**src/hsp_pkg.sv**
```systemverilog
// constants and types shared by the strap and status pin logic
package hsp_pkg;

	timeunit 1ns;
	timeprecision 1ps;

	// apb register map
	localparam int unsigned HSP_ADDR_W      = 8;
	localparam logic [7:0]  HSP_OFS_CONFIG  = 8'h00;
	localparam logic [7:0]  HSP_OFS_STATCMD = 8'h04;
	localparam logic [7:0]  HSP_OFS_STRAPS  = 8'h08;

	// config_byte_two field positions
	localparam int unsigned HSP_CFG_DYN_BIT    = 0;
	localparam int unsigned HSP_CFG_STATIC_BIT = 1;

	// status_command_reg field positions
	localparam int unsigned HSP_SC_ATTACH_BIT = 0;

	// strap status field positions
	localparam int unsigned HSP_ST_CODE_LSB  = 0;
	localparam int unsigned HSP_ST_SMBUS_BIT = 2;
	localparam int unsigned HSP_ST_SPWR_BIT  = 3;
	localparam int unsigned HSP_ST_RPT_BIT   = 4;
	localparam int unsigned HSP_ST_ACT_BIT   = 5;
	localparam int unsigned HSP_ST_VALID_BIT = 6;
	localparam int unsigned HSP_ST_RSVD_BIT  = 7;
	localparam int unsigned HSP_ST_NREM_LSB  = 8;

	// synchronised pin bundle positions
	localparam int unsigned HSP_PIN_W      = 3;
	localparam int unsigned HSP_PIN_SHARED = 0;
	localparam int unsigned HSP_PIN_HIGH   = 1;
	localparam int unsigned HSP_PIN_CFGSEL = 2;

	// configuration select level that means smbus configuration
	localparam logic HSP_CFGSEL_SMBUS = 1'b1;

	// fixed port codes
	localparam logic [1:0] HSP_CODE_NONE = 2'h0;
	localparam logic [1:0] HSP_CODE_P1   = 2'h1;
	localparam logic [1:0] HSP_CODE_P12  = 2'h2;
	localparam logic [1:0] HSP_NREM_NONE = 2'h0;
	localparam logic [1:0] HSP_NREM_P1   = 2'h1;
	localparam logic [1:0] HSP_NREM_P12  = 2'h3;

	// values after reset
	localparam logic        HSP_DYN_RST    = 1'b0;
	localparam logic        HSP_STATIC_RST = 1'b0;
	localparam logic        HSP_ATTACH_RST = 1'b0;
	localparam logic [31:0] HSP_RDATA_RST  = 32'h0000_0000;

	// timing: core clock period and least chip reset pulse
	localparam int unsigned HSP_CLK_PERIOD_NS  = 8;
	localparam int unsigned HSP_RESET_MIN_NS   = 1000;
	localparam int unsigned HSP_RESET_MIN_CYC  =
		(HSP_RESET_MIN_NS + HSP_CLK_PERIOD_NS - 1) / HSP_CLK_PERIOD_NS;

	typedef enum logic [1:0] {
		HSP_PH_SAMPLE,
		HSP_PH_DETACHED,
		HSP_PH_ATTACHED
	} hsp_phase_t;

endpackage

```
**src/hsp_strap_capture.sv**
```systemverilog
// captures a level at the first clock after reset release and holds it
module hsp_strap_capture #(
	parameter int unsigned WIDTH = 1
) (
	// clock and reset
	input  wire logic             core_clk,
	input  wire logic             nrst,
	// level to capture
	input  wire logic [WIDTH-1:0] sample_in,
	// held value
	output logic      [WIDTH-1:0] held_out,
	output logic                  held_valid
);

	timeunit 1ns;
	timeprecision 1ps;

	typedef struct packed {
		logic [WIDTH-1:0] value;
		logic             valid;
	} hsp_cap_state_t;

	hsp_cap_state_t q;
	hsp_cap_state_t d;

	always_comb begin
		d = q;
		if (!q.valid) begin
			d.value = sample_in;
			d.valid = 1'b1;
		end
		if (!nrst) begin
			d.value = '0;
			d.valid = 1'b0;
		end
	end

	always_ff @(posedge core_clk) begin
		q <= d;
	end

	assign held_out   = q.value;
	assign held_valid = q.valid;

endmodule

```
**src/hsp_strap_pins.sv**
```systemverilog
// strap sampling, shared status/power pin and apb registers of the hub pin block
//
// Chosen here: the register addresses and the APB slave port.

module hsp_strap_pins
	import hsp_pkg::*;
(
	// clock and reset
	input  wire logic                  core_clk,
	input  wire logic                  nrst,

	// apb slave
	input  wire logic                  psel,
	input  wire logic                  penable,
	input  wire logic                  pwrite,
	input  wire logic [HSP_ADDR_W-1:0] paddr,
	input  wire logic [31:0]           pwdata,
	input  wire logic [3:0]            pstrb,
	output logic                       pready,
	output logic      [31:0]           prdata,
	output logic                       pslverr,

	// shared pin: strap low, self power sense or active indicator
	input  wire logic                  shared_pin_in,
	output logic                       hub_active_indicator,
	output logic                       shared_pin_oe,

	// other strap pins
	input  wire logic                  fixed_port_strap_high,
	input  wire logic                  config_select_in,

	// hub core state
	input  wire logic                  hub_configured,
	input  wire logic                  hub_suspended,

	// results towards the hub core
	output logic                       attach_command,
	output logic                       self_powered_report,
	output logic                       self_power_present,
	output logic      [1:0]            fixed_port_code,
	output logic      [1:0]            port_non_removable,
	output logic                       fixed_port_code_reserved,
	output logic                       smbus_config_mode,
	output logic                       straps_valid
);

	timeunit 1ns;
	timeprecision 1ps;

	typedef struct packed {
		hsp_phase_t  phase;
		logic        mode_smbus;
		logic        attach;
		logic        dyn_en;
		logic        static_sp;
		logic        self_power;
		logic        report_sp;
		logic [1:0]  code;
		logic [1:0]  nonrem;
		logic        code_rsvd;
		logic        pin_oe;
		logic        pin_out;
		logic [31:0] rdata;
		logic        slverr;
	} hsp_state_t;

	hsp_state_t q;
	hsp_state_t d;

	logic [HSP_PIN_W-1:0] pin_sync;
	logic [HSP_PIN_W-1:0] strap_val;
	logic                 strap_ok;
	logic                 apb_setup;
	logic                 apb_access;
	logic                 wr_cfg;
	logic                 wr_statcmd;
	logic                 smbus_sel;
	logic [1:0]           code_now;

	// every pin passes two flops before anything looks at it
	hsp_sync #(
		.WIDTH (HSP_PIN_W)
	) u_pin_sync (
		.core_clk (core_clk),
		.async_in ({config_select_in, fixed_port_strap_high, shared_pin_in}),
		.sync_out (pin_sync)
	);

	// straps are taken once, at the first edge after release
	hsp_strap_capture #(
		.WIDTH (HSP_PIN_W)
	) u_strap_cap (
		.core_clk   (core_clk),
		.nrst       (nrst),
		.sample_in  (pin_sync),
		.held_out   (strap_val),
		.held_valid (strap_ok)
	);

	assign apb_setup  = psel & ~penable;
	assign apb_access = psel & penable;
	assign smbus_sel  = (strap_val[HSP_PIN_CFGSEL] == HSP_CFGSEL_SMBUS);
	assign code_now   = {strap_val[HSP_PIN_HIGH], strap_val[HSP_PIN_SHARED]};

	// low byte lane carries every writable bit
	assign wr_cfg     = apb_access & pwrite & pstrb[0] & (paddr == HSP_OFS_CONFIG);
	assign wr_statcmd = apb_access & pwrite & pstrb[0] & (paddr == HSP_OFS_STATCMD);

	always_comb begin
		d = q;

		// straps, attach tracking and self power sampling
		case (q.phase)
			HSP_PH_SAMPLE: begin
				if (strap_ok) begin
					d.phase      = HSP_PH_DETACHED;
					d.mode_smbus = smbus_sel;
					d.self_power = smbus_sel & strap_val[HSP_PIN_SHARED];
					// under smbus both strap pins belong to the bus, so no fixed ports
					if (smbus_sel) begin
						d.code = HSP_CODE_NONE;
					end else begin
						d.code = code_now;
					end
				end
			end
			HSP_PH_DETACHED: begin
				// keep following the sense input until the hub attaches;
				// the attach flag stops tracking in the very cycle it shows
				if (q.mode_smbus & ~q.attach) begin
					d.self_power = pin_sync[HSP_PIN_SHARED];
				end
				if (q.attach) begin
					d.phase = HSP_PH_ATTACHED;
				end
			end
			HSP_PH_ATTACHED: begin
				d.self_power = q.self_power;
			end
			default: begin
				d.phase = HSP_PH_SAMPLE;
			end
		endcase

		// decoded from the next code, so map and code change on the same edge
		if (d.code == HSP_CODE_P1) begin
			d.nonrem    = HSP_NREM_P1;
			d.code_rsvd = 1'b0;
		end else if (d.code == HSP_CODE_P12) begin
			d.nonrem    = HSP_NREM_P12;
			d.code_rsvd = 1'b0;
		end else if (d.code == HSP_CODE_NONE) begin
			d.nonrem    = HSP_NREM_NONE;
			d.code_rsvd = 1'b0;
		end else begin
			// reserved code: treat all ports as removable and flag it
			d.nonrem    = HSP_NREM_NONE;
			d.code_rsvd = 1'b1;
		end

		// power report: with dyn_en a low sense level means bus powered, else static_sp gives it
		if (q.dyn_en) begin
			d.report_sp = q.self_power;
		end else begin
			d.report_sp = q.static_sp;
		end

		// shared pin drives the indicator only after release under strap config
		// uses the next phase and mode so the pin is driven as soon as straps show valid
		d.pin_oe  = (d.phase != HSP_PH_SAMPLE) & ~d.mode_smbus;
		d.pin_out = d.pin_oe & hub_configured & ~hub_suspended;

		// register writes take effect in the access phase
		if (wr_cfg) begin
			d.dyn_en    = pwdata[HSP_CFG_DYN_BIT];
			d.static_sp = pwdata[HSP_CFG_STATIC_BIT];
		end
		// attach is set only; detaching needs a chip reset, so the frozen value stays frozen
		if (wr_statcmd & pwdata[HSP_SC_ATTACH_BIT]) begin
			d.attach = 1'b1;
		end

		// read data and error are prepared in the setup phase for a fixed one-cycle answer
		if (apb_setup) begin
			d.rdata  = HSP_RDATA_RST;
			d.slverr = 1'b0;
			if (paddr == HSP_OFS_CONFIG) begin
				d.rdata[HSP_CFG_DYN_BIT]    = q.dyn_en;
				d.rdata[HSP_CFG_STATIC_BIT] = q.static_sp;
			end else if (paddr == HSP_OFS_STATCMD) begin
				d.rdata[HSP_SC_ATTACH_BIT] = q.attach;
			end else if (paddr == HSP_OFS_STRAPS) begin
				d.rdata[HSP_ST_CODE_LSB +: 2]  = q.code;
				d.rdata[HSP_ST_SMBUS_BIT]      = q.mode_smbus;
				d.rdata[HSP_ST_SPWR_BIT]       = q.self_power;
				d.rdata[HSP_ST_RPT_BIT]        = q.report_sp;
				d.rdata[HSP_ST_ACT_BIT]        = q.pin_out;
				d.rdata[HSP_ST_VALID_BIT]      = (q.phase != HSP_PH_SAMPLE);
				d.rdata[HSP_ST_RSVD_BIT]       = q.code_rsvd;
				d.rdata[HSP_ST_NREM_LSB +: 2]  = q.nonrem;
			end else begin
				d.slverr = 1'b1;
			end
		end

		// synchronous reset returns every field to its idle value
		if (!nrst) begin
			d.phase      = HSP_PH_SAMPLE;
			d.mode_smbus = 1'b0;
			d.attach     = HSP_ATTACH_RST;
			d.dyn_en     = HSP_DYN_RST;
			d.static_sp  = HSP_STATIC_RST;
			d.self_power = 1'b0;
			d.report_sp  = 1'b0;
			d.code       = HSP_CODE_NONE;
			d.nonrem     = HSP_NREM_NONE;
			d.code_rsvd  = 1'b0;
			d.pin_oe     = 1'b0;
			d.pin_out    = 1'b0;
			d.rdata      = HSP_RDATA_RST;
			d.slverr     = 1'b0;
		end
	end

	always_ff @(posedge core_clk) begin
		q <= d;
	end

	// zero wait states: every access phase completes at once
	assign pready  = apb_access;
	assign prdata  = q.rdata;
	assign pslverr = apb_access & q.slverr;

	assign hub_active_indicator     = q.pin_out;
	assign shared_pin_oe            = q.pin_oe;
	assign attach_command           = q.attach;
	assign self_powered_report      = q.report_sp;
	assign self_power_present       = q.self_power;
	assign fixed_port_code          = q.code;
	assign port_non_removable       = q.nonrem;
	assign fixed_port_code_reserved = q.code_rsvd;
	assign smbus_config_mode        = q.mode_smbus;
	assign straps_valid             = (q.phase != HSP_PH_SAMPLE);

endmodule

```
**src/hsp_sync.sv**
```systemverilog
// two flip-flop synchroniser for pin inputs
module hsp_sync #(
	parameter int unsigned WIDTH = 1
) (
	// clock
	input  wire logic             core_clk,
	// pins
	input  wire logic [WIDTH-1:0] async_in,
	// synchronised levels
	output logic      [WIDTH-1:0] sync_out
);

	timeunit 1ns;
	timeprecision 1ps;

	typedef struct packed {
		logic [WIDTH-1:0] meta;
		logic [WIDTH-1:0] stable;
	} hsp_sync_state_t;

	hsp_sync_state_t q;
	hsp_sync_state_t d;

	// no reset: the chain keeps following the pins during reset so straps are settled at release
	always_comb begin
		d        = q;
		d.meta   = async_in;
		d.stable = q.meta;
	end

	always_ff @(posedge core_clk) begin
		q <= d;
	end

	assign sync_out = q.stable;

endmodule
```
**config.mk**
```make
export PLATFORM = sky130hd
export DESIGN_NAME = hsp_strap_pins
export DESIGN_NICKNAME = d
export VERILOG_FILES = /design/src/hsp_pkg.sv /design/src/hsp_strap_capture.sv /design/src/hsp_strap_pins.sv /design/src/hsp_sync.sv
export SDC_FILE = /design/constraint.sdc
export NUM_CORES = 1
export LEC_CHECK = 0
export BUFFER_PORTS_ARGS = -buffer_cell sky130_fd_sc_hd__buf_4
export CORE_AREA = 2 2 69 71
export DETAILED_ROUTE_END_ITERATION = 8
export DIE_AREA = 0 0 71 73
export GPL_ROUTABILITY_DRIVEN = 1
export PLACE_DENSITY_LB_ADDON = 0.15
export SYNTH_ARGS = -nofsm -noshare
export SYNTH_HDL_FRONTEND = slang
export SYNTH_SLANG_ARGS = --single-unit
```
**constraint.sdc**
```tcl
create_clock -name core_clk -period 2.95 [get_ports core_clk]
set_input_delay 0 -clock core_clk [delete_from_list [all_inputs] [get_ports core_clk]]
set_output_delay 0 -clock core_clk [all_outputs]
set_load 0.01 [all_outputs]
```
# Word-level counts from Yosys, hierarchy flattened
# Index checks and enable logic that the tools add are counted.
[totals]
rom_bits = 0
ram_bits = 0
input_bits = 54
output_inout_bits = 46
reg_bits = 36
elab_cells = 76
latch_bits = 0
memories = 0
[op_classes]
order_cmp = 0
reduce_logical = 9
mux = 22
bitwise = 18
n_shift = 0
n_eq_ne = 8
n_addsub = 0
n_div = 0
n_mul = 0
[op_table]
columns = ["operator", "n"]
rows = [
  ["$and A1 B1 Y1", 13],
  ["$mux W2", 6],
  ["$mux W10", 1],
  ["$mux W1", 9],
  ["$mux W9", 1],
  ["$eq A8 B3 Y1 const B", 1],
  ["$eq A8 B4 Y1 const B", 1],
  ["$logic_not A8 Y1", 1],
  ["$mux W8", 1],
  ["$mux W3", 2],
  ["$pmux W2 S3", 1],
  ["$reduce_bool A2 Y1", 3],
  ["$not A1 Y1", 5],
  ["$eq A2 B1 Y1 const B", 2],
  ["$eq A2 B2 Y1 const B", 2],
  ["$logic_not A2 Y1", 2],
  ["$reduce_and A3 Y1", 1],
  ["$reduce_or A3 Y1", 1],
  ["$ne A2 B1 Y1 const B", 1],
  ["$ne A2 B2 Y1 const B", 1],
  ["$pmux W1 S2", 1],
  ["$reduce_or A2 Y1", 1],
]

# Depth between registers and ports, before layout
# Gate-level depths: netlist of run 1.
[logic_depth]
ltp_word = 7
ltp_mapped = 8
depth_no_buf = 6

# Modules after synthesis
# Synthesis of run 1 repeated with hierarchy kept, for this count alone.
[hier_totals]
cells_unflattened = 182
area_unflattened_um2 = 1696.6
[modules_own_cells]
columns = ["module", "seq_area_each_um2", "n_inst", "area_per_inst_um2", "cells_each"]
rows = [
  ["hsp_strap_pins", 520.5, 1, 1447.6, 166],
  ["hsp_strap_capture", 80.1, 1, 128.9, 10],
  ["hsp_sync", 120.1, 1, 120.1, 6],
]

# Least setup slack after synthesis of run 1
# No wires, ideal clock.
[synth_path]
path_type = "reg-to-reg"
start = "reg u_strap_cap.q, in the netlist u_strap_cap.held_valid"
end = "reg q, in the netlist fixed_port_code_reserved"
period_less_slack_ns = 1.840
setup_time_ns = 0.096
path_stages_with_launch = 8
setup_slack_ns = 1.110
t_required_ns = 2.854
t_arrival_ns = 1.744
path_buffers = 2
path_cell_list = "dfxtp_1 -> clkbuf_2 -> or3b_1 -> clkbuf_1 -> a21oi_1 -> inv_1 -> ha_1 -> nor4b_1"
[synth_via]
elab_chain_cells = 4
elab_cells_between_ends = 7
classes_between = "eq/ne (2); mux (3); reduce/logical (2)"
[synth_rtl]
columns = ["item", "line_no", "rtl"]
rows = [
  ["start: declaration", "hsp_strap_capture.sv:23", "hsp_cap_state_t q;"],
  ["start signal: assignment", "hsp_strap_capture.sv:39", "q <= d;"],
  ["$mux W2 *", "hsp_strap_pins.sv:115", "if (strap_ok) begin"],
  ["$mux W2 *", "hsp_strap_pins.sv:113", "case (q.phase)"],
  ["$eq A2 B1 Y1, or another cell as far along", "hsp_strap_pins.sv:146", "if (d.code == HSP_CODE_P1) begin"],
  ["$reduce_or A3 Y1 (no line) / $mux W1 (equally long branches)", "--", ""],
  ["end signal: assignment", "hsp_strap_pins.sv:226", "q <= d;"],
  ["end: declaration", "hsp_strap_pins.sv:67", "hsp_state_t q;"],
]
# Every way passes the cells marked *; elsewhere a longest branch is shown, timed or not.
# A chain may end at the register's enable or synchronous reset.

# Worst setup path after layout of run 1
[layout_path]
start = "reg u_strap_cap.q, in the netlist u_strap_cap.held_valid"
end = "reg q, in the netlist hub_active_indicator"
[layout_via]
elab_chain_cells = 6
elab_cells_between_ends = 8
classes_between = "mux (3); bitwise (4); reduce/logical (1)"
[layout_rtl]
columns = ["item", "line_no", "rtl"]
rows = [
  ["$mux W3 *", "hsp_strap_pins.sv:115", ""],
  ["$pmux W2 S3 / $mux W1 (equally long branches)", "hsp_strap_pins.sv:113", ""],
  ["$reduce_bool A2 Y1 / $not A1 Y1 (equally long branches)", "hsp_strap_pins.sv:170", "d.pin_oe = (d.phase != HSP_PH_SAMPLE) & ~d.mode_smbus;"],
  ["$and A1 B1 Y1 *", "hsp_strap_pins.sv:170", ""],
  ["$and A1 B1 Y1 * (2 in a row)", "hsp_strap_pins.sv:171", "d.pin_out = d.pin_oe & hub_configured & ~hub_suspended;"],
]
# Marked as above.

==> results of run 1 <==
per-stage QoR:
| stage | area, µm² | utilization | std cells | power (mW) |
|---|---|---|---|---|
| global route | 2030 | 0.449 | 270 | 1.03 |
| floorplan | 1770 | - | 201 | 0.607 |
| detailed placement | 1870 | 0.412 | 255 | 0.629 |
| CTS | 2030 | 0.449 | 270 | 0.996 |
| global placement | 1870 | 0.412 | 255 | 0.627 |
| finish | 2030 | 0.449 | 270 | 0.982 |
critical path, stage by stage (launching register included):
cell,delay [ps]
dfxtp_1,440
or3b_1,500
o22ai_1,210
and2_1,150
and3b_1,150
dlygate4sd3_1,540
power by group through the flow:
stage | clock network, mW | registers (mW) | logic, mW
5_1_grt | 0.390 | 0.516 | 0.123
3_5_place_dp | 0 | 0.525 | 0.104
2_1_floorplan | 0 | 0.523 | 0.0844
4_1_cts | 0.371 | 0.513 | 0.112
6_report | 0.358 | 0.513 | 0.111
3_3_place_gp | 0 | 0.524 | 0.103
layout by cell type, fill, tap and decap left out, types with 2 or more instances in the layout:
cell type	instances
a21boi_0	9
a21oi_1	6
and2_1	3
and3b_1	2
buf_4	44
clkbuf_8	6
conb_1	22
dfxtp_1	36
dlygate4sd3_1	7
ha_1	3
inv_1	3
mux2i_1	8
nand2_1	16
nand3_1	2
nand3b_1	2
nand4_1	10
nor2_1	2
nor2b_1	13
nor3b_1	3
o21ai_0	2
flip-flops by register name, summed over array words and instances (netlist names):
| name | cells |
|---|---|
| q | 5 |
| port_non_removable | 2 |
| shared_pin_oe | 1 |
| u_pin_sync.d | 3 |
| u_strap_cap.held_out | 3 |
| prdata | 10 |
| hub_active_indicator | 1 |
| u_pin_sync.sync_out | 3 |
| self_powered_report | 1 |
| attach_command | 1 |
| self_power_present | 1 |
| fixed_port_code_reserved | 1 |
| smbus_config_mode | 1 |
| fixed_port_code | 2 |
| u_strap_cap.held_valid | 1 |
cells by family after synthesis:
| group | share of synthesized area |
|---|---|
| simple gates | 0.223 |
| other cells | 0.00221 |
| flops | 0.425 |
| compound gates | 0.0841 |
| xor+xnor | 0.00517 |
| buf+inv | 0.185 |
| fa+ha+maj | 0.0221 |
| mux | 0.0539 |
final cells by class:
| class | instances | area (µm²) | share of cell area |
|---|---|---|---|
| multi-input combinational | 118 | 741 | 0.364 |
| sequential | 36 | 721 | 0.354 |
| timing repair buffer | 51 | 400 | 0.197 |
| clock buffer | 7 | 86.3 | 0.0424 |
| tap | 54 | 67.6 | 0.0332 |
| inverter | 3 | 11.3 | 0.00554 |
| clock inverter | 1 | 7.51 | 0.00369 |
layer usage:
metal,global-route usage,vias up,share of wire
met2,0.212,43,0.49
met3,0.0373,5,0.064
li1,-,622,-
met5,0,-,0
met4,0.0566,0,0.015
met1,0.140,566,0.43
path summary, 6_finish.rpt:
| check | slack [ps] | to | from |
|---|---|---|---|
| setup / recovery | 900 | hub_active_indicator | u_strap_cap.held_valid |
| hold / removal | 6 | u_strap_cap.held_valid | nrst |
| setup reg to reg | 900 | hub_active_indicator | u_strap_cap.held_valid |
| hold reg to reg | 330 | u_pin_sync.sync_out[1] | u_pin_sync.d[1] |
==> run summary, run 1 <==
STATUS
-------------------------------------------------------------------------------------------
Result of the run                                                                 completed

CLOCK NETWORK
-------------------------------------------------------------------------------------------
Worst-skew pair later-pin latency                                                    280 ps
Clock tree from TritonCTS                                                              done
Number of buffers on the longest clock path                                               2
Worst-path clk slew                                                                   70 ps
Post-cts gate resize count                                                                0
Number of levels the H-tree was split into                                                2
Number of post-CTS setup repair buffers                                                   0
TritonCTS Sinks                                                                          36
Number of clock buffers inserted by TritonCTS                                             5
Number of hold buffers added after CTS                                                    7
CTS root buf                                                                       clkbuf_8

FLOORPLAN
-------------------------------------------------------------------------------------------
Number of placed I/O pins                                                               100
Die Width                                                                             71 µm
Core Rows                                                                                25
Placeable core region                                                              4540 µm²
Starting utilization of the core area                                                 0.374
Die height                                                                            73 µm
Die ar.                                                                            5180 µm²

SETUP PATH
-------------------------------------------------------------------------------------------
Endpoint class of the critical path                                                    flop
Path type of the worst setup path                                                reg -> reg
Reg2Reg Depth                                                                             5
CP required                                                                         3180 ps
Maximum fanout along the worst path                                                       8
Setup crit start kind                                                                  flop
Data arrival time of the critical path                                              2280 ps

DRT
-------------------------------------------------------------------------------------------
Final ANT Viol Nets                                                                       0
Vias after detailed routing                                                           1,236
Number of design-rule violations left by the first detailed-router iteration             49
Drt via density                                                                        4.58
Remaining routing DRC violations                                                          0
Post-Route WL                                                                       3020 µm
Number of search-and-repair iterations in the first detailed-routing pass                 4
DR WL/cell                                                                          11.2 µm

POWER AND IR DROP
-------------------------------------------------------------------------------------------
Proportion of power drawn by flip-flops and latches                                   0.523
P per Cell Area                                                                  482 nW/µm²
Clock group share of total power                                                      0.364
Net Sw Frac                                                                           0.239
Net switching power of the design                                                    235 µW
Leakage power                                                                      0.909 nW
Worst-case vdd ir drop                                                             0.279 mV
Part of the total power dissipated in combinational logic                             0.113
Internal Power                                                                       747 µW

SYNTHESIS
-------------------------------------------------------------------------------------------
Syn. warnings                                                                             0
Post-synthesis sequential element count                                                  36
Cell types with the largest area share after synthesis                         dfxtp_1, buf_4, nor2b_1, mux2i_1, a21boi_0
Top FF cell, synth                                                                  dfxtp_1
Share of synthesized area occupied by flip-flops and latches                          0.425
Most frequent cells after synthesis                                            buf_4, dfxtp_1, nand2_1
Number of enable-type register cells in the synthesized netlist                           0
Area of the mapped netlist                                                         1700 µm²
Number of standard cells after synthesis                                                180
Library cell occupying the most area in the post-synthesis netlist                  dfxtp_1
Post-Synthesis Mean Instance Area                                                  9.42 µm²
Share of the synthesized area in the top cell type                                    0.425
Count of different cell masters after synthesis                                          35
Share of synthesized registers carrying an async set or reset                             0

FINISH
-------------------------------------------------------------------------------------------
Fraction of layout instances using a drive strength above 1                           0.259
P&R area growth vs syn                                                                20.0%
Number of nets in the finished design                                                   272
Antenna fix cells                                                                         0
Fill cell count                                                                         442

PLACED DESIGN
-------------------------------------------------------------------------------------------
Port Buffers                                                                             44
Routability cong.                                                                     0.735
HPWL Detailed                                                                       2230 µm
Worst setup slack after placement                                                    952 ps

STA
-------------------------------------------------------------------------------------------
Worst Max-Slew Pin Slew                                                              717 ps
Max-slew violations                                                                       0
Fin. Hold Viols                                                                           0
Hold Worst Slack                                                                    5.71 ps
Max-Slew Margin vs Limit                                                              0.521
Unrepaired setup endpoints after global routing                                       false
Final sum of negative setup slack                                                      0 ps
Highest clock frequency the design can meet                                         488 MHz
Final min period                                                                    2050 ps
Endpoints failing setup                                                                   0
Period Utilization, post-route                                                        0.695
Clock tree skew after final layout                                                  8.62 ps
Post-route setup slack                                                               899 ps

GRT
-------------------------------------------------------------------------------------------
Pin count of the biggest net entering global routing                                     33
First-pass GRT wire length                                                          5090 µm
Via count of the first global-routing pass                                            1,155
Number of antenna violations at the first check in global routing                         0
Overall routing resource usage                                                        0.123
Grt ovf                                                                                   0

WORST HOLD PATH
-------------------------------------------------------------------------------------------
Hold Path Stages                                                                          1
Hold Crit Class                                                                   in -> reg

FLOW RUN
-------------------------------------------------------------------------------------------
Maxcap violations                                                                         0

Power figures use the tool's default switching activity.
==> run 2, diff against run 1 <==
==> constraint.sdc (replaced) <==
create_clock -name core_clk -period 2.07 [get_ports core_clk]
set_input_delay 0 -clock core_clk [delete_from_list [all_inputs] [get_ports core_clk]]
set_output_delay 0 -clock core_clk [all_outputs]
set_load 0.01 [all_outputs]
==> run 2 against run 1 <==
Effect of this change:
- critical path depth stayed put
- core utilization is 0.61 points higher
- worst hold slack better by 4.2 ps
- cell area rose by 1.4%
- fmax is 8.2% higher
- global-route usage increased by 0.73 points
- sequential share of layout area fell by 0.47 points
- power grew 44%
- cell count up 0.37%
- clock skew fell by 3.1 ps
- first-iteration DRC count increased by 47%
==> run summary, run 2 (synthesized netlist as in run 1, its figures left out) <==
CLOCK NETWORK
-------------------------------------------------------------------------------------------
Worst-skew pair later-pin latency                                                    290 ps   was 280 ps
CTS root buf                                                                       clkbuf_8   unchanged
Number of levels the H-tree was split into                                                2   unchanged
Number of buffers on the longest clock path                                               2   unchanged
Worst-path clk slew                                                                   70 ps   about the same
Clock tree from TritonCTS                                                              done   unchanged
TritonCTS Sinks                                                                          36   unchanged
Number of clock buffers inserted by TritonCTS                                             5   unchanged

FLOORPLAN
-------------------------------------------------------------------------------------------
Die Width                                                                             71 µm   unchanged
Starting utilization of the core area                                                 0.374   unchanged
Placeable core region                                                              4540 µm²   unchanged
Die height                                                                            73 µm   unchanged
Number of placed I/O pins                                                               100   unchanged
Core Rows                                                                                25   unchanged
Die ar.                                                                            5180 µm²   unchanged

POWER AND IR DROP
-------------------------------------------------------------------------------------------
Net switching power of the design                                                    324 µW   was 235 µW
Leakage power                                                                      0.927 nW   was 0.909 nW
Internal Power                                                                      1.09 mW   was 747 µW
Proportion of power drawn by flip-flops and latches                                   0.516   was 0.523
P per Cell Area                                                                  687 nW/µm²   was 482 nW/µm²
Part of the total power dissipated in combinational logic                             0.116   was 0.113
Clock group share of total power                                                      0.368   was 0.364
Net Sw Frac                                                                           0.229   was 0.239
Worst-case vdd ir drop                                                             0.410 mV   was 0.279 mV

PLACED DESIGN
-------------------------------------------------------------------------------------------
Port Buffers                                                                             44   unchanged
Routability cong.                                                                     0.740   was 0.735
HPWL Detailed                                                                       2340 µm   was 2230 µm

DRT
-------------------------------------------------------------------------------------------
Final ANT Viol Nets                                                                       0   unchanged
Vias after detailed routing                                                           1,224   was 1,236
Number of search-and-repair iterations in the first detailed-routing pass                 4   unchanged
Drt via density                                                                        4.52   was 4.58
Remaining routing DRC violations                                                          0   unchanged
DR WL/cell                                                                          11.9 µm   was 11.2 µm
Post-Route WL                                                                       3220 µm   was 3020 µm
Number of design-rule violations left by the first detailed-router iteration             72   was 49

STA
-------------------------------------------------------------------------------------------
Max-slew violations                                                                       0   unchanged
Final sum of negative setup slack                                                      0 ps   unchanged
Period Utilization, post-route                                                        0.916   was 0.695
Clock tree skew after final layout                                                  5.54 ps   was 8.62 ps
Max-Slew Margin vs Limit                                                              0.511   was 0.521
Worst Max-Slew Pin Slew                                                              732 ps   was 717 ps
Fin. Hold Viols                                                                           0   unchanged
Endpoints failing setup                                                                   0   unchanged
Unrepaired setup endpoints after global routing                                       false   unchanged
Highest clock frequency the design can meet                                         528 MHz   was 488 MHz
Final min period                                                                    1900 ps   was 2050 ps

SETUP PATH
-------------------------------------------------------------------------------------------
Maximum fanout along the worst path                                                       8   unchanged
Setup crit start kind                                                                  flop   unchanged
Endpoint class of the critical path                                                    flop   unchanged
Crit path max-delay cell type                                                  dlygate4sd3_1   unchanged
CP required                                                                         2300 ps   was 3180 ps
Cell-by-cell listing of the critical path                                      or3b_4 > o22ai_1 > and2_1 > and3b_1 > dlygate4sd3_1   was or3b_1 > o22ai_1 > and2_1 > and3b_1 > dlygate4sd3_1
Data arrival time of the critical path                                              2120 ps   was 2280 ps
Top delay family on crit path                                                  simple AND/OR/NAND/NOR gates   unchanged
Beginning of the critical path                                                        q[47]   was u_strap_cap.held_valid
Worst path buffer plus inverter count                                                     1   unchanged
Path type of the worst setup path                                                reg -> reg   unchanged
Worst R2R Start                                                                       q[47]   was u_strap_cap.held_valid
Slowest cell delay on critical path                                                  540 ps   about the same

GRT
-------------------------------------------------------------------------------------------
Grt ovf                                                                                   0   unchanged
Pin count of the biggest net entering global routing                                     33   unchanged
Number of antenna violations at the first check in global routing                         0   unchanged
Via count of the first global-routing pass                                            1,135   was 1,155
Overall routing resource usage                                                        0.130   was 0.123
First-pass GRT wire length                                                          5160 µm   was 5090 µm

FLOW RUN
-------------------------------------------------------------------------------------------
Maxcap violations                                                                         0   unchanged

FINISH
-------------------------------------------------------------------------------------------
Number of nets in the finished design                                                   274   was 272
Fraction of layout instances using a drive strength above 1                           0.281   was 0.259
P&R area growth vs syn                                                                21.6%   was 20.0%
Antenna fix cells                                                                         0   unchanged
Number of flip-flops in the largest register                                             10   unchanged
Share of the core filled with cells                                                   0.455   was 0.449
Commonest non-fill, non-tap cells in the layout                                buf_4, dfxtp_1, conb_1   unchanged
Most common cell after layout, fill and taps aside                                    buf_4   unchanged

STATUS
-------------------------------------------------------------------------------------------
Result of the run                                                                 completed   unchanged

WORST HOLD PATH
-------------------------------------------------------------------------------------------
Hold Crit Class                                                                   in -> reg   unchanged
Hold path startpoint                                                                   nrst   unchanged

==> run 2: cell count changes in the layout (fill, tap and decap cells not counted) <==
cell	change
buf_4	+2
a21oi_2	+2
clkinvlp_4	-1
or3b_1	-1
clkbuf_8	+1
a21oi_1	-2
or3b_4	+1
clkbuf_1	-1
==> run 2: worst register-to-register path, stage by stage, from the launching register on <==
cell and delay, ps:
dfxtp_1 360, or3b_4 470, o22ai_1 170, and2_1 150, and3b_1 150, dlygate4sd3_1 540
==> run 2: timing repair <==
action / 4_1_cts / 5_1_grt
setup buffers: 0 / 0
hold buffers: 7 / 0
setup endpoints to repair: 0 / 2
gates resized for setup: 0 / 3
hold endpoints to repair: 6 / 0
==> run 2: per-stage QoR <==
| stage | setup slack, ps | area, µm² | instances | hold slack [ps] | total power, mW |
|---|---|---|---|---|---|
| final | 175 | 2060 | 271 | 9.95 | 1.42 |
| after global routing | 69.1 | 2060 | 271 | 11.4 | 1.49 |
| after CTS | 108 | 2050 | 271 | 3.84 | 1.44 |
| after detailed placement | 150 | 1890 | 257 | 106 | 0.899 |
| after global placement | 204 | 1890 | 257 | 105 | 0.896 |
| after floorplan | 230 | 1770 | 201 | 27.7 | 0.865 |
==> run 2: path summary, 6_finish.rpt <==
path / endpoint / slack [ps] / cells past startpoint
worst max-delay path: hub_active_indicator / 170 / 5
worst min-delay path: u_strap_cap.held_valid / 10 / 1
worst max register to register: hub_active_indicator / 170 / 5
worst min register to register: u_pin_sync.sync_out[1] / 330 / 0
==> run 2: area by class of cell <==
cell class | instances | area [µm²]
Tap cell | 54 | 67.6
Clock buffer | 7 | 96.3
Sequential cell | 36 | 721
Inverter | 3 | 11.3
Multi-Input combinational cell | 118 | 751
Fill cell | 445 | 2470
Timing Repair Buffer | 53 | 415
==> run 2: power groups by stage <==
stage	Clock [mW]	Sequential (mW)	Combinational, mW
2_1_floorplan	0	0.745	0.120
3_3_place_gp	0	0.746	0.150
3_5_place_dp	0	0.746	0.153
4_1_cts	0.544	0.730	0.163
5_1_grt	0.577	0.734	0.182
6_report	0.522	0.731	0.165
==> run 2: layer usage <==
metal,up-vias,routed length (µm),GRT usage
met5,-,0,0
met4,0,88,0.0692
li1,623,-,-
met3,7,272,0.0635
met1,549,1320,0.142
met2,45,1530,0.210
==> run 3, diff against run 2 <==
--- a/config.mk
+++ b/config.mk
@@ -6,9 +6,9 @@
 export NUM_CORES = 1
 export LEC_CHECK = 0
 export BUFFER_PORTS_ARGS = -buffer_cell sky130_fd_sc_hd__buf_4
-export CORE_AREA = 2 2 69 71
+export CORE_AREA = 2 2 66 68
 export DETAILED_ROUTE_END_ITERATION = 8
-export DIE_AREA = 0 0 71 73
+export DIE_AREA = 0 0 68 70
 export GPL_ROUTABILITY_DRIVEN = 1
 export PLACE_DENSITY_LB_ADDON = 0.15
 export SYNTH_ARGS = -nofsm -noshare
==> run 3 against run 2 <==
Effect of this change:
- non-clock buffer count is 1 lower
- power increased by 23%
- setup slack got worse by 63 ps
- sequential share of layout area fell by 0.71 points
- critical path depth is the same
- largest power group is now the clock network
==> run summary, run 3 (synthesized netlist as in run 1, its figures left out) <==
SETUP PATH
-------------------------------------------------------------------------------------------
Crit path max-delay cell type                                                  dlygate4sd3_1   unchanged
Data arrival time of the critical path                                              2190 ps   was 2120 ps
CP required                                                                         2300 ps   about the same
Maximum fanout along the worst path                                                       8   unchanged
Endpoint class of the critical path                                                    flop   unchanged
Path type of the worst setup path                                                reg -> reg   unchanged
Setup crit start kind                                                                  flop   unchanged
Slowest cell delay on critical path                                                  530 ps   was 540 ps
Cell-by-cell listing of the critical path                                      or3b_1 > o22ai_1 > and2_1 > and3b_1 > dlygate4sd3_1   was or3b_4 > o22ai_1 > and2_1 > and3b_1 > dlygate4sd3_1

FLOORPLAN
-------------------------------------------------------------------------------------------
Core Rows                                                                                24   was 25
Die Width                                                                             68 µm   was 71 µm
Die height                                                                            70 µm   was 73 µm
Number of placed I/O pins                                                               100   unchanged
Placeable core region                                                              4140 µm²   was 4540 µm²
Starting utilization of the core area                                                 0.409   was 0.374
Die ar.                                                                            4760 µm²   was 5180 µm²

POWER AND IR DROP
-------------------------------------------------------------------------------------------
Net Sw Frac                                                                           0.197   was 0.229
Worst-case vdd ir drop                                                             0.415 mV   was 0.410 mV
Clock group share of total power                                                      0.488   was 0.368
Leakage power                                                                      0.948 nW   was 0.927 nW
Net switching power of the design                                                    343 µW   was 324 µW
Internal Power                                                                      1.40 mW   was 1.09 mW
Part of the total power dissipated in combinational logic                             0.093   was 0.116
Proportion of power drawn by flip-flops and latches                                   0.419   was 0.516
Final Power                                                                         1.74 mW   was 1.42 mW
P per Cell Area                                                                  827 nW/µm²   was 687 nW/µm²

CLOCK NETWORK
-------------------------------------------------------------------------------------------
Number of post-CTS setup repair buffers                                                   0   unchanged
Number of hold buffers added after CTS                                                    7   unchanged
Worst-path clk slew                                                                   70 ps   about the same
Clock tree from TritonCTS                                                              done   unchanged
Worst-skew pair later-pin latency                                                    280 ps   was 290 ps
CTS root buf                                                                       clkbuf_8   unchanged
Number of clock buffers inserted by TritonCTS                                             5   unchanged
Number of levels the H-tree was split into                                                2   unchanged
TritonCTS Sinks                                                                          36   unchanged
Post-cts gate resize count                                                                0   unchanged
Number of buffers on the longest clock path                                               2   unchanged

DRT
-------------------------------------------------------------------------------------------
Number of design-rule violations left by the first detailed-router iteration             42   was 72
Post-Route WL                                                                       3070 µm   was 3220 µm
Drt via density                                                                        4.52   about the same
Number of search-and-repair iterations in the first detailed-routing pass                 4   unchanged
DR WL/cell                                                                          11.4 µm   was 11.9 µm
Final ANT Viol Nets                                                                       0   unchanged
Remaining routing DRC violations                                                          0   unchanged
Vias after detailed routing                                                           1,216   was 1,224

STA
-------------------------------------------------------------------------------------------
Max-Slew Margin vs Limit                                                              0.482   was 0.511
Highest clock frequency the design can meet                                         511 MHz   was 528 MHz
Endpoints failing setup                                                                   0   unchanged
Period Utilization, post-route                                                        0.946   was 0.916
Fin. Hold Viols                                                                           0   unchanged
Worst Max-Slew Pin Slew                                                              775 ps   was 732 ps
Max-slew violations                                                                       0   unchanged
Final min period                                                                    1960 ps   was 1900 ps
Unrepaired setup endpoints after global routing                                       false   unchanged
Clock tree skew after final layout                                                  6.82 ps   was 5.54 ps
Final sum of negative setup slack                                                      0 ps   unchanged
Post-route setup slack                                                               112 ps   was 175 ps

FINISH
-------------------------------------------------------------------------------------------
Filler-free cell count of the finished design                                           269   was 271
Number of flip-flops in the largest register                                             10   unchanged
Commonest non-fill, non-tap cells in the layout                                buf_4, dfxtp_1, conb_1   unchanged
Antenna fix cells                                                                         0   unchanged
Fraction of layout instances using a drive strength above 1                           0.267   was 0.281
Most common cell after layout, fill and taps aside                                    buf_4   unchanged
Final Instance Area                                                                2100 µm²   was 2060 µm²
Number of nets in the finished design                                                   273   was 274
P&R area growth vs syn                                                                24.1%   was 21.6%

GRT
-------------------------------------------------------------------------------------------
Grt ovf                                                                                   0   unchanged
Number of antenna violations at the first check in global routing                         0   unchanged
Pin count of the biggest net entering global routing                                     33   unchanged
Overall routing resource usage                                                        0.138   was 0.130
Via count of the first global-routing pass                                            1,123   was 1,135
First-pass GRT wire length                                                          5040 µm   was 5160 µm

PLACED DESIGN
-------------------------------------------------------------------------------------------
Port Buffers                                                                             44   unchanged
Number of cells after detailed placement                                                254   was 257
Total placed instance area                                                         1880 µm²   was 1890 µm²
Worst setup slack after placement                                                    178 ps   was 150 ps
HPWL Detailed                                                                       2290 µm   was 2340 µm
Routability cong.                                                                     0.737   was 0.740

STATUS
-------------------------------------------------------------------------------------------
Result of the run                                                                 completed   unchanged

FLOW RUN
-------------------------------------------------------------------------------------------
Maxcap violations                                                                         0   unchanged

WORST HOLD PATH
-------------------------------------------------------------------------------------------
Hold Crit Class                                                                   in -> reg   unchanged

==> run 3: changes by cell type in the layout (fill, tap and decap cells not counted) <==
cell	change
bufinv_16	+3
a21oi_1	+2
a21oi_2	-2
clkbuf_8	-2
buf_4	-1
or3b_1	+1
or3b_4	-1
==> run 3: power by group through the flow <==
| stage | logic, mW | registers (mW) | clock network (mW) |
|---|---|---|---|
| floorplan | 0.120 | 0.745 | 0 |
| global placement | 0.149 | 0.746 | 0 |
| detailed placement | 0.152 | 0.746 | 0 |
| CTS | 0.163 | 0.730 | 0.872 |
| global route | 0.179 | 0.733 | 0.899 |
| finish | 0.162 | 0.730 | 0.849 |
==> run 3: final timing paths <==
kind / start / endpoint / slack (ps) / cells past startpoint
hold / removal: nrst / u_strap_cap.held_valid / 10 / 1
setup reg to reg: q[47] / hub_active_indicator / 110 / 5
setup / recovery: q[47] / hub_active_indicator / 110 / 5
hold reg to reg: u_pin_sync.d[1] / u_pin_sync.sync_out[1] / 330 / 0
==> run 3: worst max-delay path: cells and delay by family, from the launching register on <==
kind / cells / cell delay [ps]
AND/OR/NAND/NOR: 3 / 810
buffers and inverters: 1 / 530
flip-flops: 1 / 360
AO/OA/AOI/OAI: 1 / 210
==> run 3: routing by layer <==
layer	share of wire	GRT usage	vias to the layer above
met1	0.46	0.164	550
met5	0	0	-
met4	0.017	0.0533	0
li1	-	-	626
met2	0.47	0.223	35
met3	0.058	0.0483	5
==> run 3: through the flow <==
stage / util / hold WS (ps)
floorplan: - / 27.7
global placement: 0.453 / 105
detailed placement: 0.453 / 105
CTS: 0.508 / 5.17
global route: 0.508 / 11.0
finish: 0.508 / 14.4
==> run 3: cell type report <==
cell class | instances | area, µm²
multi-input combinational | 118 | 741
clock inverter | 3 | 90.1
fill | 385 | 2040
clock buffer | 5 | 68.8
sequential | 36 | 721
inverter | 3 | 11.3
tap | 52 | 65.1
timing repair buffer | 52 | 408
